--- config.mk ---
export PLATFORM = sky130hd
export DESIGN_NAME = rtc_cal_counters
export DESIGN_NICKNAME = d
export VERILOG_FILES = /design/src/hdl/rtc_cal_pkg.sv /design/src/hdl/rtc_cal_counters.sv
export VERILOG_INCLUDE_DIRS = /design/src /design/src/hdl
export SDC_FILE = /design/constraint.sdc
export NUM_CORES = 1
export LEC_CHECK = 0
export BUFFER_PORTS_ARGS = -buffer_cell sky130_fd_sc_hd__buf_2
export CAP_MARGIN = 40
export CORE_MARGIN = 5
export CORE_UTILIZATION = 41
export DETAILED_ROUTE_END_ITERATION = 6
export PLACE_DENSITY = 0.57
export SETUP_SLACK_MARGIN = 0.5
export SLEW_MARGIN = 5
export SYNTH_ARGS = -nofsm -noshare
export SYNTH_HDL_FRONTEND = slang
export SYNTH_SLANG_ARGS = --single-unit
export TNS_END_PERCENT = 1
--- constraint.sdc ---
create_clock -name clk_i -period 3.7 [get_ports clk_i]
set_input_delay 0.74 -clock clk_i [delete_from_list [all_inputs] [get_ports clk_i]]
set_output_delay 0.74 -clock clk_i [all_outputs]
set_load 0.005 [all_outputs]
--- src/hdl/rtc_cal_defs.svh ---
// offsets, field positions, reset values and limits of the calendar counters
// assumes byte-wide register access from the serial bus front end
`ifndef RTC_CAL_DEFS_SVH
`define RTC_CAL_DEFS_SVH
// ==========================================
// register offsets
`define RTC_CAL_ADDR_SEC   8'h02
`define RTC_CAL_ADDR_MIN   8'h03
`define RTC_CAL_ADDR_HOUR  8'h04
`define RTC_CAL_ADDR_DAY   8'h05
`define RTC_CAL_ADDR_WDAY  8'h06
`define RTC_CAL_ADDR_MON   8'h07
`define RTC_CAL_ADDR_YEAR  8'h08
// ==========================================
// field positions
`define RTC_CAL_VL_BIT     7
`define RTC_CAL_CENT_BIT   7
// ==========================================
// reset values
`define RTC_CAL_RST_VL     1'b1
`define RTC_CAL_RST_SEC    7'h00
`define RTC_CAL_RST_MIN    7'h00
`define RTC_CAL_RST_HOUR   6'h00
`define RTC_CAL_RST_DAY    6'h01
`define RTC_CAL_RST_WDAY   3'h0
`define RTC_CAL_RST_CENT   1'b0
`define RTC_CAL_RST_MON    5'h01
`define RTC_CAL_RST_YEAR   8'h00
// ==========================================
// counting limits, bcd
`define RTC_CAL_MAX_SEC    7'h59
`define RTC_CAL_MAX_MIN    7'h59
`define RTC_CAL_MAX_HOUR   6'h23
`define RTC_CAL_MAX_WDAY   3'h6
`define RTC_CAL_MAX_MON    5'h12
`define RTC_CAL_MAX_YEAR   8'h99
`define RTC_CAL_MON_FEB    5'h02
`define RTC_CAL_DAYS_31    6'h31
`define RTC_CAL_DAYS_30    6'h30
`define RTC_CAL_DAYS_FEB   6'h28
`define RTC_CAL_DAYS_LEAP  6'h29
`endif

--- src/hdl/rtc_cal_pkg.sv ---
// types shared by the calendar counter block
// assumes nothing beyond a systemverilog compiler
`default_nettype none
package rtc_cal_pkg;
	// ==========================================
	// time of day and calendar state
	typedef struct packed {
		logic       vl;
		logic [6:0] sec;
		logic [6:0] min;
		logic [5:0] hour;
		logic [5:0] day;
		logic [2:0] wday;
		logic       cent;
		logic [4:0] mon;
		logic [7:0] year;
	} rtc_cal_time_s;
	// ==========================================
	// one register access from the bus front end
	typedef struct packed {
		logic       wr;
		logic [7:0] addr;
		logic [7:0] wdata;
	} rtc_cal_acc_s;
endpackage
`default_nettype wire

--- src/hdl/rtc_cal_counters.sv ---
// bcd time and calendar counters with integrity flag and century flag
// assumes a bus front end that presents byte accesses and flags an access in progress
`include "rtc_cal_defs.svh"
`default_nettype none
module rtc_cal_counters (
	input  wire logic                      clk_i,
	input  wire logic                      rst_n_i,
	input  wire logic                      tick_1hz_i,
	input  wire logic                      supply_low_i,
	input  wire logic                      osc_stopped_i,
	input  wire logic                      acc_busy_i,
	input  wire rtc_cal_pkg::rtc_cal_acc_s acc_i,
	output logic                    [7:0]  rdata_o,
	output logic                           integrity_lost_o,
	output logic                           century_o
);
	// ==========================================
	// helpers
	function automatic logic [7:0] bcd_inc(input logic [7:0] v);
		logic [7:0] r;
		r = v;
		if (v[3:0] == 4'h9)
			r = {v[7:4] + 4'h1, 4'h0};
		else
			r = {v[7:4], v[3:0] + 4'h1};
		return r;
	endfunction

	// bcd year divisible by four: even tens with 0/4/8, odd tens with 2/6
	function automatic logic is_leap(input logic [7:0] y);
		logic u;
		u = 1'b0;
		if (y[4] == 1'b0)
			u = (y[3:0] == 4'h0) || (y[3:0] == 4'h4) || (y[3:0] == 4'h8);
		else
			u = (y[3:0] == 4'h2) || (y[3:0] == 4'h6);
		return u;
	endfunction

	function automatic logic [5:0] last_day(input logic [4:0] m, input logic leap);
		logic [5:0] d;
		d = `RTC_CAL_DAYS_31;
		case (m)
			`RTC_CAL_MON_FEB: d = leap ? `RTC_CAL_DAYS_LEAP : `RTC_CAL_DAYS_FEB;
			5'h04, 5'h06, 5'h09, 5'h11: d = `RTC_CAL_DAYS_30;
			default: d = `RTC_CAL_DAYS_31;
		endcase
		return d;
	endfunction

	// ==========================================
	// state
	rtc_cal_pkg::rtc_cal_time_s t_r;
	rtc_cal_pkg::rtc_cal_time_s t_nxt;
	logic                       pend_r;
	logic                       pend_nxt;
	logic [7:0]                 rdata_r;
	logic [7:0]                 rdata_nxt;
	logic                       inc;
	logic                       c_min;
	logic                       c_hour;
	logic                       c_day;
	logic                       c_mon;
	logic                       c_year;
	logic                       c_cent;
	logic                       leap;

	// ==========================================
	// counting, writes and flags
	always_comb
	begin
		t_nxt  = t_r;
		c_min  = 1'b0;
		c_hour = 1'b0;
		c_day  = 1'b0;
		c_mon  = 1'b0;
		c_year = 1'b0;
		c_cent = 1'b0;
		leap   = is_leap(t_r.year);
		// a write counts as an access too, so counting never races a load
		inc = !acc_busy_i && !acc_i.wr && (tick_1hz_i || pend_r);
		// only one tick can wait; a second one during the same access is lost
		if (acc_busy_i || acc_i.wr)
			pend_nxt = pend_r || tick_1hz_i;
		else
			pend_nxt = pend_r && tick_1hz_i;
		if (inc)
		begin
			if (t_r.sec == `RTC_CAL_MAX_SEC)
			begin
				t_nxt.sec = `RTC_CAL_RST_SEC;
				c_min     = 1'b1;
			end
			else
				t_nxt.sec = 7'(bcd_inc({1'b0, t_r.sec}));
		end
		if (c_min)
		begin
			if (t_r.min == `RTC_CAL_MAX_MIN)
			begin
				t_nxt.min = `RTC_CAL_RST_MIN;
				c_hour    = 1'b1;
			end
			else
				t_nxt.min = 7'(bcd_inc({1'b0, t_r.min}));
		end
		if (c_hour)
		begin
			if (t_r.hour == `RTC_CAL_MAX_HOUR)
			begin
				t_nxt.hour = `RTC_CAL_RST_HOUR;
				c_day      = 1'b1;
			end
			else
				t_nxt.hour = 6'(bcd_inc({2'b00, t_r.hour}));
		end
		if (c_day)
		begin
			if (t_r.wday == `RTC_CAL_MAX_WDAY)
				t_nxt.wday = `RTC_CAL_RST_WDAY;
			else
				t_nxt.wday = t_r.wday + 3'h1;
			if (t_r.day == last_day(t_r.mon, leap))
			begin
				t_nxt.day = `RTC_CAL_RST_DAY;
				c_mon     = 1'b1;
			end
			else
				t_nxt.day = 6'(bcd_inc({2'b00, t_r.day}));
		end
		if (c_mon)
		begin
			if (t_r.mon == `RTC_CAL_MAX_MON)
			begin
				t_nxt.mon = `RTC_CAL_RST_MON;
				c_year    = 1'b1;
			end
			else
				t_nxt.mon = 5'(bcd_inc({3'b000, t_r.mon}));
		end
		if (c_year)
		begin
			if (t_r.year == `RTC_CAL_MAX_YEAR)
			begin
				t_nxt.year = `RTC_CAL_RST_YEAR;
				c_cent     = 1'b1;
			end
			else
				t_nxt.year = bcd_inc(t_r.year);
		end
		if (c_cent)
			t_nxt.cent = !t_r.cent;
		// unused bit positions are simply not stored
		if (acc_i.wr)
		begin
			case (acc_i.addr)
				`RTC_CAL_ADDR_SEC:
				begin
					t_nxt.vl  = acc_i.wdata[`RTC_CAL_VL_BIT];
					t_nxt.sec = acc_i.wdata[6:0];
				end
				`RTC_CAL_ADDR_MIN:  t_nxt.min  = acc_i.wdata[6:0];
				`RTC_CAL_ADDR_HOUR: t_nxt.hour = acc_i.wdata[5:0];
				`RTC_CAL_ADDR_DAY:  t_nxt.day  = acc_i.wdata[5:0];
				`RTC_CAL_ADDR_WDAY: t_nxt.wday = acc_i.wdata[2:0];
				`RTC_CAL_ADDR_MON:
				begin
					t_nxt.cent = acc_i.wdata[`RTC_CAL_CENT_BIT];
					t_nxt.mon  = acc_i.wdata[4:0];
				end
				`RTC_CAL_ADDR_YEAR: t_nxt.year = acc_i.wdata;
				default: t_nxt.vl = t_nxt.vl;
			endcase
		end
		// a detector event in the clearing cycle wins over the clear
		if (supply_low_i || osc_stopped_i)
			t_nxt.vl = 1'b1;
	end

	// ==========================================
	// read data, one cycle after the address
	always_comb
	begin
		case (acc_i.addr)
			`RTC_CAL_ADDR_SEC:  rdata_nxt = {t_r.vl, t_r.sec};
			`RTC_CAL_ADDR_MIN:  rdata_nxt = {1'b0, t_r.min};
			`RTC_CAL_ADDR_HOUR: rdata_nxt = {2'b00, t_r.hour};
			`RTC_CAL_ADDR_DAY:  rdata_nxt = {2'b00, t_r.day};
			`RTC_CAL_ADDR_WDAY: rdata_nxt = {5'h00, t_r.wday};
			`RTC_CAL_ADDR_MON:  rdata_nxt = {t_r.cent, 2'b00, t_r.mon};
			`RTC_CAL_ADDR_YEAR: rdata_nxt = t_r.year;
			default:            rdata_nxt = 8'h00;
		endcase
	end

	// ==========================================
	// registers
	always_ff @(posedge clk_i or negedge rst_n_i)
	begin
		if (!rst_n_i)
		begin
			t_r.vl   <= `RTC_CAL_RST_VL;
			t_r.sec  <= `RTC_CAL_RST_SEC;
			t_r.min  <= `RTC_CAL_RST_MIN;
			t_r.hour <= `RTC_CAL_RST_HOUR;
			t_r.day  <= `RTC_CAL_RST_DAY;
			t_r.wday <= `RTC_CAL_RST_WDAY;
			t_r.cent <= `RTC_CAL_RST_CENT;
			t_r.mon  <= `RTC_CAL_RST_MON;
			t_r.year <= `RTC_CAL_RST_YEAR;
			pend_r   <= 1'b0;
			rdata_r  <= 8'h00;
		end
		else
		begin
			t_r     <= t_nxt;
			pend_r  <= pend_nxt;
			rdata_r <= rdata_nxt;
		end
	end

	assign rdata_o          = rdata_r;
	assign integrity_lost_o = t_r.vl;
	assign century_o        = t_r.cent;
endmodule // rtc_cal_counters
`default_nettype wire

After elaboration in Yosys (flattened, before gate mapping) --
Index checks and enable logic that the tools add are counted.
Storage, ports and cells: register bits after elaboration 53, input bits 23, output and inout port bits 10, logic and storage cells 118
Operators by class: add/sub/neg operators 13, equal/unequal tests 29, mux-type cells 48, reduce and logical (&&, ||, !) cells 17
Operators by type and width (number):
- 7-bit 2-to-1 mux | 8
- 8-bit case mux with 7 select lines | 1
- 6-bit 2-to-1 mux | 9
- 44-bit 2-to-1 mux | 1
- 8-bit by 3-bit equality test with 1-bit output, second input constant | 4
- 8-bit 2-to-1 mux | 4
- 4-bit by 1-bit adder with 4-bit output, second input constant | 7
- 4-bit equality test, second input constant | 7
- 1-bit 2-to-1 mux | 18
- 8-bit by 2-bit equality test with 1-bit output, second input constant | 2
- 5-bit 2-to-1 mux | 3
- 7-bit equality test, second input constant | 2
- 5-bit by 3-bit equality test with 1-bit output, second input constant | 2
- 5-bit equality test, second input constant | 2
- 5-bit case mux with 2 select lines | 1
- 3-bit by 1-bit adder with 3-bit output, second input constant | 3
- 9-bit 2-to-1 mux | 1
- 4-bit by 3-bit equality test with 1-bit output, second input constant | 2
- 8-bit by 4-bit equality test with 1-bit output, second input constant | 1
- 8-bit equality test, second input constant | 1
- 6-bit equality test | 1
- 6-bit equality test, second input constant | 1
- 1-bit logical OR | 6
- 3-bit 2-to-1 mux | 2
- 12 further kinds | 18

Depth between registers and ports, before layout --
Gate-level depths: netlist (run 1).
depth in word-level cells 16, depth in mapped cells 11, gate-level depth less buffers 8

Worst setup path before layout (run 1) --
No wires, ideal clock.
path type input port to flip-flop, from in acc_i[16] in the netlist's numbering, to reg t_r[3] in the netlist's numbering, library setup time 130 ps, data arrival time 2755 ps, data required time 3570 ps, path slack 814 ps, stages on the path 8, path buffers 2, cell sequence nor2_1 > nand4_2 > or3_1 > or4_1 > buf_2 > clkbuf_1 > o211ai_1 > nand3_1
RTL lines:
- start: declaration | RTL line rtc_cal_counters.sv:12 | input wire rtc_cal_pkg::rtc_cal_acc_s acc_i,
- end signal: assignment | RTL line rtc_cal_counters.sv:216 | t_r <= t_nxt;
- end: declaration | RTL line rtc_cal_counters.sv:53 | rtc_cal_pkg::rtc_cal_time_s t_r;

==> results of run 1 <==
==> worst paths after layout <==
path,startpoint,to,slack [ns],cells past startpoint
setup / recovery,t_r[29],t_r[0],0.78,7
hold / removal,rst_n_i,pend_r,0.51,1
setup reg to reg,t_r[29],t_r[0],0.78,7
hold reg to reg,integrity_lost_o,integrity_lost_o,0.52,2
max in group asynchronous,rst_n_i,integrity_lost_o,2.34,2
min in group clk_i,integrity_lost_o,integrity_lost_o,0.52,2
==> per-stage QoR <==
step	total power [W]	cells	area, um2	util, %
final	0.001419	564	3960	46.08
after global routing	0.001498	564	3960	46.08
after CTS	0.001434	564	3956	46.04
after detailed placement	0.0009997	556	3836	44.64
after global placement	0.0009902	556	3836	44.64
after floorplan	0.0008951	431	3571	-
==> cells in the final DEF, fill, tap and decap left out, drive strengths merged, types with 6 or more instances in the layout <==
cell / netlist / layout
a22oi: 6 / 6
a21oi: 36 / 36
o31ai: 10 / 10
nor2: 44 / 44
mux2i: 6 / 6
clkbuf: 17 / 6
nand2: 54 / 54
o21ai: 27 / 27
a31oi: 14 / 14
dfrtp: 50 / 50
and2: 7 / 7
buf: 7 / 41
inv: 15 / 15
nor3: 11 / 11
ha: 15 / 15
nand3: 20 / 20
==> where the power goes <==
| part | internal [W] | total [W] | switching (W) |
|---|---|---|---|
| clock network | 0.000221 | 0.000427 | 0.000207 |
| logic | 0.000111 | 0.000239 | 0.000127 |
| registers | 0.000643 | 0.000754 | 0.000110 |
==> cell usage after synthesis (3+ instances only) <==
cell      instances
a222oi_1          5
buf_2             6
dfrtp_1          50
nor3_1           11
nand4b_1          5
nor3b_1           4
xnor2_1           4
mux2i_1           6
a31oi_1          14
xor2_1            3
o21ai_0          12
and2_1            6
o211ai_1          3
nand2b_1          3
o21ai_1          15
or3_1             5
ha_1             15
nand2_1          54
inv_1            15
or4_1             3
a21oi_1          36
nand4_1           3
a211oi_1          5
nor2b_1           3
o31ai_1          10
dfstp_2           3
nor2_1           44
and3_1            4
a22oi_1           6
nand3_1          20
clkbuf_1         17
and3b_1           5
nand3b_1          5
==> per-layer routing <==
layer  vias up  global-route usage [%]
met2       101                   32.22
met1      1640                   29.99
met4         0                   6.375
li1       1624                       -
met5         -                       0
met3        21                   2.817
==> state kept, by name (all words and copies together) (netlist names) <==
name              cells
pend_r                1
t_r                  42
integrity_lost_o      1
century_o             1
rdata_o               8
==> worst reg2reg max path: stages, from the launching register on <==
cell	delay (ns)
dfrtp_1	0.47
ha_1	0.22
and3b_1	0.32
nand3_1	0.20
or3_1	0.45
or4_4	0.63
or3_1	0.37
a31oi_1	0.18
==> timing repair <==
action	4_1_cts	5_1_grt
resized for setup	0	1
hold buffers	0	0
endpoints found under the setup margin	0	1
==> cells by family after synthesis <==
group,after synthesis
mux,7
simple gates,190
flops,53
xor+xnor,7
buf+inv,39
compound gates,120
fa+ha+maj,15
==> cell type report <==
type / count / area, um2 / share of cell area [%]
multi-input cells: 339 / 2091 / 52.80
flip-flops and latches: 53 / 1330 / 33.59
repair buffers: 41 / 227.7 / 5.750
well taps: 108 / 135.1 / 3.412
clock buffers: 6 / 82.58 / 2.085
inverters: 15 / 56.30 / 1.422
clock inverters: 2 / 37.54 / 0.9479
==> impl_metrics.tcl, run 1 <==
set metrics [dict create \
    met3_length_um 552 \
    drv_slew 0 \
    max-cap-violations 0 \
    synth_top_family_by_area "simple AND/OR/NAND/NOR gates" \
    rsz0062_at_grt "no" \
    path_cells "ha_1 -> and3b_1 -> nand3_1 -> or3_1 -> or4_4 -> or3_1 -> a31oi_1" \
    powerDensity_nw_per_um2 358.4 \
    slowest_delay_ns 0.63 \
    htree_num_levels 2 \
    wl_per_cell_um 18.75 \
    worst_slack_ns 0.7821 \
    power.leakage_nw 1.692 \
    die_width_um 103.3 \
    remaining_drc_errors 0 \
    synth_xor_area_share_pct 1.717 \
    critPathSlowestCell "or4_4" \
    layout-drive-gt1-share_pct 13.60 \
    syn_area_per_cell_um2 8.285 \
    cp.arrival_ns 3.15 \
    post_cts_buffers 0 \
    dp_hpwl_mm 7.655 \
    route.antenna.remaining_nets 0 \
    yosys.area_share.adder_pct 5.256 \
    critical_path.max_fanout 8 \
    n_antenna_cell 0 \
    syn-instance-count 431 \
    grt_pass1_wl_mm 17.02 \
    start_util_pct 41.56 \
    firstDrtPassIters 5 \
    min_period_ns 2.918 \
    worstSetupPathType "reg2reg" \
    worst_pin_slew_ns 0.9095 \
    coreArea_um2 8593 \
    critPathRequiredTime_ns 3.93 \
    area_growth_pct 10.90 \
    synth_area_leader_cell "dfrtp_1" \
    grt_max_degree 36 \
    setup_tns_ns 0 \
    critPathCaptureType "flip-flop" \
    globalplace.congestion 0.8810 \
    ir_drop_mv 0.1621 \
    hold_slack_ns 0.5064 \
    fin_crit_sh_pct 78.86 \
    ys_top_cells_by_area "dfrtp_1, nand2_1, ha_1" \
    drt_wl_total_mm 10.57 \
    nets 493 \
    ys_seq_area_share_pct 37.25 \
    syn-cell-area_um2 3571 \
    clock_sinks 53 \
    std_cell_rows 34 \
    ys_types 62 \
    viasPerCell 6.004 \
    fmax_mhz 342.7 \
    drt-met1-wl_mm 5.011 \
    yosysWarnings 0 \
    fillCellCount 865 \
    grt.overflow.total 0 \
    crit_family "simple AND/OR/NAND/NOR gates" \
    critPathMostFrequentCell "or3_1" \
    skew_ns 0.01355 \
    status "finished, final reports clean" \
    synth-compound-area-share_pct 21.27 \
    dieHeight_um 103.3 \
    hold_viol_final 0 \
    cts_buffers 5 \
    grt_util_all_layers_pct 20.73 \
    cts_tree "done" \
    slew_headroom_pct 38.90 \
    clock-root-buffer "clkbuf_8" \
    clock_latency_ns 0.31 \
    syn_nets 469 \
    synthSimpleGateAreaFrac_pct 28.21 \
    pre_cts_ws_ns 0.5410 \
    clk_pin_slew_worst_paths_ns 0.11 \
    die_area_um2 10680 \
    drt_iter0_drc 181 \
    cts_max_path_buffers 2 \
    hold_class "in2async" \
    synthMuxAreaShare_pct 1.997 \
    async_flop_share_pct 100.0 \
    synth_edf_count 0 \
    top_level_ports 33 \
    setup_violations 0 \
    top_layer "met4" \
    setup.worst_path.start_class "flip-flop" \
    synth_flop_cell "dfrtp_1" \
    cp_num_buf_inv 0 \
    grt_pass1_vias 3139 \
    synth_top_area_share_pct 35.04 \
    vias 3386 \
    wl_met2_mm 4.799 \
    antenna_found_initial 0 \
    synth-seq-cells 53 \
    portBuffers 32 \
]
Note: power is estimated with default switching activity, not from simulation.
==> run 2, diff against run 1 <==
- clock period: 3.7 -> 2.8 ns (I/O delays scaled with it)
==> impl_metrics.tcl, run 2 (synthesis gave the netlist of run 1 again) <==
set metrics [dict create \
    status "finished, final reports clean" \
    p_sw_w 0.0006084 \
    cp.arrival_ns 2.79 \
    setup_violations 0 \
    pwr-share-comb_pct 21.5 \
    std_cell_rows 34 \
    worstRegToRegCells 7 \
    slowest_delay_ns 0.60 \
    critical_path.max_fanout 7 \
    worst_pin_slew_ns 0.6041 \
    grt_max_degree 30 \
    skew_ns 0.01602 \
    drt_iter0_drc 192 \
    hold_viol_final 0 \
    crit_family "simple AND/OR/NAND/NOR gates" \
    coreArea_um2 8593 \
    start_util_pct 41.56 \
    nets 525 \
    mostFrequentLayoutCell "nand2_1" \
    n_antenna_cell 0 \
    worstSetupPathType "reg2reg" \
    min_period_ns 2.551 \
    met3_usage_pct 3.622 \
    layout_common_cells "nand2_1, dfrtp_1, nor2_1, buf_4, a21oi_1" \
    die_width_um 103.3 \
    largest-register "t_r" \
    placed_area_um2 4005 \
    power.internal_w 0.001319 \
    max-cap-violations 0 \
    design_area_um2 4274 \
    cp_num_cells 7 \
    clock-root-buffer "clkbuf_8" \
    fmax_mhz 391.9 \
    fillCellCount 839 \
    antenna_found_initial 0 \
    grt.overflow.total 0 \
    setup_tns_ns 0 \
    cts_tree "done" \
    grt_pass1_wl_mm 17.71 \
    switching_share_pct 31.57 \
    clock_sinks 53 \
    grt_pass1_vias 3288 \
    power.leakage_nw 1.850 \
    cts_buffers 5 \
    use_met2_pct 33.65 \
    area_growth_pct 19.69 \
    remaining_drc_errors 0 \
    setup.worst_path.start_class "flip-flop" \
    r2r_end "t_r[10]" \
    dp_hpwl_mm 7.888 \
    path_cells "buf_4 -> or3b_2 -> a21o_1 -> o311a_4 -> or4_4 -> or3_1 -> a31oi_1" \
    clock_latency_ns 0.32 \
    fin_cells 596 \
    regToRegSetupSlack_ns 0.25 \
    hold_class "in2async" \
    globalplace.congestion 0.9608 \
    slew_headroom_pct 59.72 \
    layout-drive-gt1-share_pct 21.93 \
    firstDrtPassIters 4 \
    portBuffers 32 \
    grt_util_all_layers_pct 21.59 \
    largest_register_ffs 42 \
    fin_util_pct 49.74 \
    critPathSlowestCell "or4_4" \
    wl_per_cell_um 18.47 \
    power_frac_clock_pct 28.7 \
    drt_wl_total_mm 11.01 \
    r2r_start "t_r[11]" \
    drv_slew 0 \
    rsz0062_at_grt "yes" \
    ir_drop_mv 0.2312 \
    grt_busiest_layer "met2" \
    fin_crit_sh_pct 91.12 \
    cp_num_buf_inv 1 \
    seqPwrFrac_pct 49.7 \
    dieHeight_um 103.3 \
    critPathRequiredTime_ns 3.04 \
    top_level_ports 33 \
    clk_pin_slew_worst_paths_ns 0.11 \
    gr-usage-met1_pct 30.51 \
    viasPerCell 5.901 \
    hold_slack_ns 0.2356 \
    vias 3517 \
    cts_max_path_buffers 2 \
    placedCellCount 573 \
    die_area_um2 10680 \
    hold_buffers 0 \
    powerDensity_nw_per_um2 450.9 \
    critPathCaptureType "flip-flop" \
    htree_num_levels 2 \
    crit_end "t_r[10]" \
    startpoint "t_r[11]" \
    route.antenna.remaining_nets 0 \
]
[run 2: power groups by stage]
stage / clock [W] / sequential, W / combinational, W
final: 0.000554 / 0.000958 / 0.000415
after global placement: 0 / 0.000977 / 0.000353
after detailed placement: 0 / 0.000982 / 0.000359
after floorplan: 0 / 0.000944 / 0.000247
after global routing: 0.000597 / 0.000972 / 0.000470
after CTS: 0.000566 / 0.000954 / 0.000411
[run 2: metal layers]
layer | routed length (um) | vias up | share of wire (%)
li1 | - | 1686 | -
met1 | 5035 | 1707 | 46
met2 | 5078 | 102 | 46
met3 | 642 | 22 | 5.8
met4 | 252 | 0 | 2.3
met5 | 0 | - | 0
[run 2: through the flow]
stage          total power, W  setup WS (ns)
6_report             0.001927         0.2486
3_5_place_dp         0.001340         0.1549
5_1_grt              0.002040         0.1831
2_1_floorplan        0.001191         0.2159
4_1_cts              0.001931         0.3061
3_3_place_gp         0.001330         0.1811
[run 2: how the worst min path moves through the flow]
stage	end	slack, ns	start	depth (start not counted)
2_1_floorplan	century_o	0.26	rst_n_i	0
3_3_place_gp	integrity_lost_o	0.50	integrity_lost_o	2
3_5_place_dp	integrity_lost_o	0.50	integrity_lost_o	2
6_report	t_r[24]	0.24	rst_n_i	1
4_1_cts	t_r[24]	0.26	rst_n_i	1
5_1_grt	t_r[24]	0.28	rst_n_i	1
[run 2: final cells by class]
cell class / count / area (um2) / area share, %
clock buffers: 5 / 68.82 / 1.610
clock inverters: 3 / 43.79 / 1.025
inverters: 15 / 56.30 / 1.317
multi-input cells: 339 / 2152 / 50.35
flip-flops and latches: 53 / 1334 / 31.21
well taps: 108 / 135.1 / 3.162
repair buffers: 73 / 484.2 / 11.33
[run 2: what timing repair did]
item / in CTS / in global routing
setup endpoints to repair: 17 / 25
pin swaps: 3 / 3
setup buffers: 12 / 2
endpoints found under the hold margin: 0 / 0
cloned: 1 / 0
gates resized for setup: 9 / 4
==> run 3, diff against run 2 <==
- CORE_ASPECT_RATIO: default -> 2
==> impl_metrics.tcl, run 3 (synthesis gave the netlist of run 1 again) <==
set metrics [dict create \
    status "finished, final reports clean" \
    area_growth_pct 20.78 \
    start_util_pct 41.58 \
    grt_pass1_vias 3405 \
    cts_buffers 5 \
    pwr-share-comb_pct 19.8 \
    grt_max_degree 54 \
    drt_iter0_drc 237 \
    die_width_um 75.99 \
    power.leakage_nw 1.871 \
    switching_share_pct 29.79 \
    gr-usage-met1_pct 24.50 \
    std_cell_rows 48 \
    worstSetupPathType "reg2reg" \
    top_level_ports 33 \
    clock-root-buffer "clkbuf_16" \
    fmax_mhz 391.7 \
    critPathCaptureType "flip-flop" \
    layout_common_cells "nand2_1, dfrtp_1, nor2_1, buf_4, a21oi_1" \
    drt_wl_total_mm 11.66 \
    die_area_um2 10790 \
    viasPerCell 5.997 \
    cts_max_path_buffers 2 \
    hold_viol_final 0 \
    mostFrequentLayoutCell "nand2_1" \
    max-cap-violations 0 \
    globalplace.congestion 0.8811 \
    clk_pin_slew_worst_paths_ns 0.07 \
    cp.arrival_ns 2.77 \
    cts_tree "done" \
    hold_buffers 0 \
    p_sw_w 0.0006338 \
    dieHeight_um 142.0 \
    layout-drive-gt1-share_pct 21.56 \
    setup_tns_ns 0 \
    use_met2_pct 38.83 \
    grt_busiest_layer "met2" \
    htree_num_levels 2 \
    grt.overflow.total 0 \
    critPathRequiredTime_ns 3.02 \
    fin_crit_sh_pct 91.17 \
    min_period_ns 2.553 \
    largest-register "t_r" \
    grt_pass1_wl_mm 18.52 \
    rsz0062_at_grt "yes" \
    setup_violations 0 \
    met3_usage_pct 3.105 \
    slew_headroom_pct 50.63 \
    worst_pin_slew_ns 0.7406 \
    grt_util_all_layers_pct 21.49 \
    n_antenna_cell 0 \
    hold_class "in2async" \
    largest_register_ffs 42 \
    power_frac_clock_pct 34.9 \
    ir_drop_mv 0.3084 \
    critical_path.max_fanout 8 \
    design_area_um2 4313 \
    route.antenna.remaining_nets 0 \
    placed_area_um2 3983 \
    seqPwrFrac_pct 45.3 \
    firstDrtPassIters 7 \
    portBuffers 32 \
    skew_ns 0.005817 \
    setup.worst_path.start_class "flip-flop" \
    powerDensity_nw_per_um2 493.3 \
    power.internal_w 0.001494 \
    vias 3520 \
    coreArea_um2 8588 \
    clock_sinks 53 \
    clock_latency_ns 0.30 \
    drv_slew 0 \
    wl_per_cell_um 19.86 \
    remaining_drc_errors 0 \
    dp_hpwl_mm 8.546 \
    antenna_found_initial 0 \
    nets 524 \
]
## run 3: layout make-up
class | count | area (um2)
clock buffer | 7 | 142.6
clock inverter | 1 | 30.03
fill | 869 | 4275
inverter | 15 | 56.30
multi-input combinational | 339 | 2157
sequential | 53 | 1334
tap | 100 | 125.1
timing repair buffer | 72 | 467.9
## run 3: worst max-delay path, cell delays in order (launching register included)
cell and delay (ns):
dfrtp_2 0.43, buf_4 0.15, or3b_2 0.46, a21o_1 0.20, o311a_4 0.14, or4_4 0.61
or3_1 0.33, a31oi_1 0.16
## run 3: path summary, 6_finish.rpt
check	cells past startpoint	from	slack (ns)	end
min in group clk_i	3	osc_stopped_i	0.46	integrity_lost_o
worst min-delay path	2	rst_n_i	0.39	t_r[38]
max in group asynchronous	2	rst_n_i	1.85	t_r[36]
worst max register to register	7	t_r[11]	0.25	t_r[10]
worst max-delay path	7	t_r[11]	0.25	t_r[10]
worst min register to register	2	integrity_lost_o	0.52	integrity_lost_o
## run 3: metrics by stage
stage	setup WS [ns]	total power (W)	hold WS [ns]	cells	util, %
floorplan	0.2159	0.001191	0.2644	431	-
global placement	0.1473	0.001347	0.4979	565	46.37
detailed placement	0.1659	0.001358	0.5114	565	46.37
CTS	0.2748	0.002126	0.4339	581	49.33
global route	0.1484	0.002234	0.4604	587	50.22
finish	0.2472	0.002128	0.3876	587	50.22
## run 3: power groups by stage
stage	Clock, W	Combinational [W]	Sequential (W)
after floorplan	0	0.000247	0.000944
after global placement	0	0.000364	0.000983
after detailed placement	0	0.000372	0.000986
after CTS	0.000752	0.000416	0.000959
after global routing	0.000782	0.000478	0.000975
final	0.000742	0.000421	0.000964
## run 3: timing repair
action | in CTS | in global routing
endpoints found under the hold margin | 0 | 0
endpoints found under the setup margin | 19 | 23
resized for setup | 6 | 9
cloned | 0 | 1
buffers inserted | 8 | 5
pin swaps | 3 | 6
## run 3: routing by layer
| layer | part of all wire (%) | vias to the layer above |
|---|---|---|
| met5 | 0 | - |
| met4 | 4.9 | 0 |
| met3 | 3.4 | 29 |
| met2 | 53 | 89 |
| met1 | 39 | 1714 |
| li1 | - | 1688 |
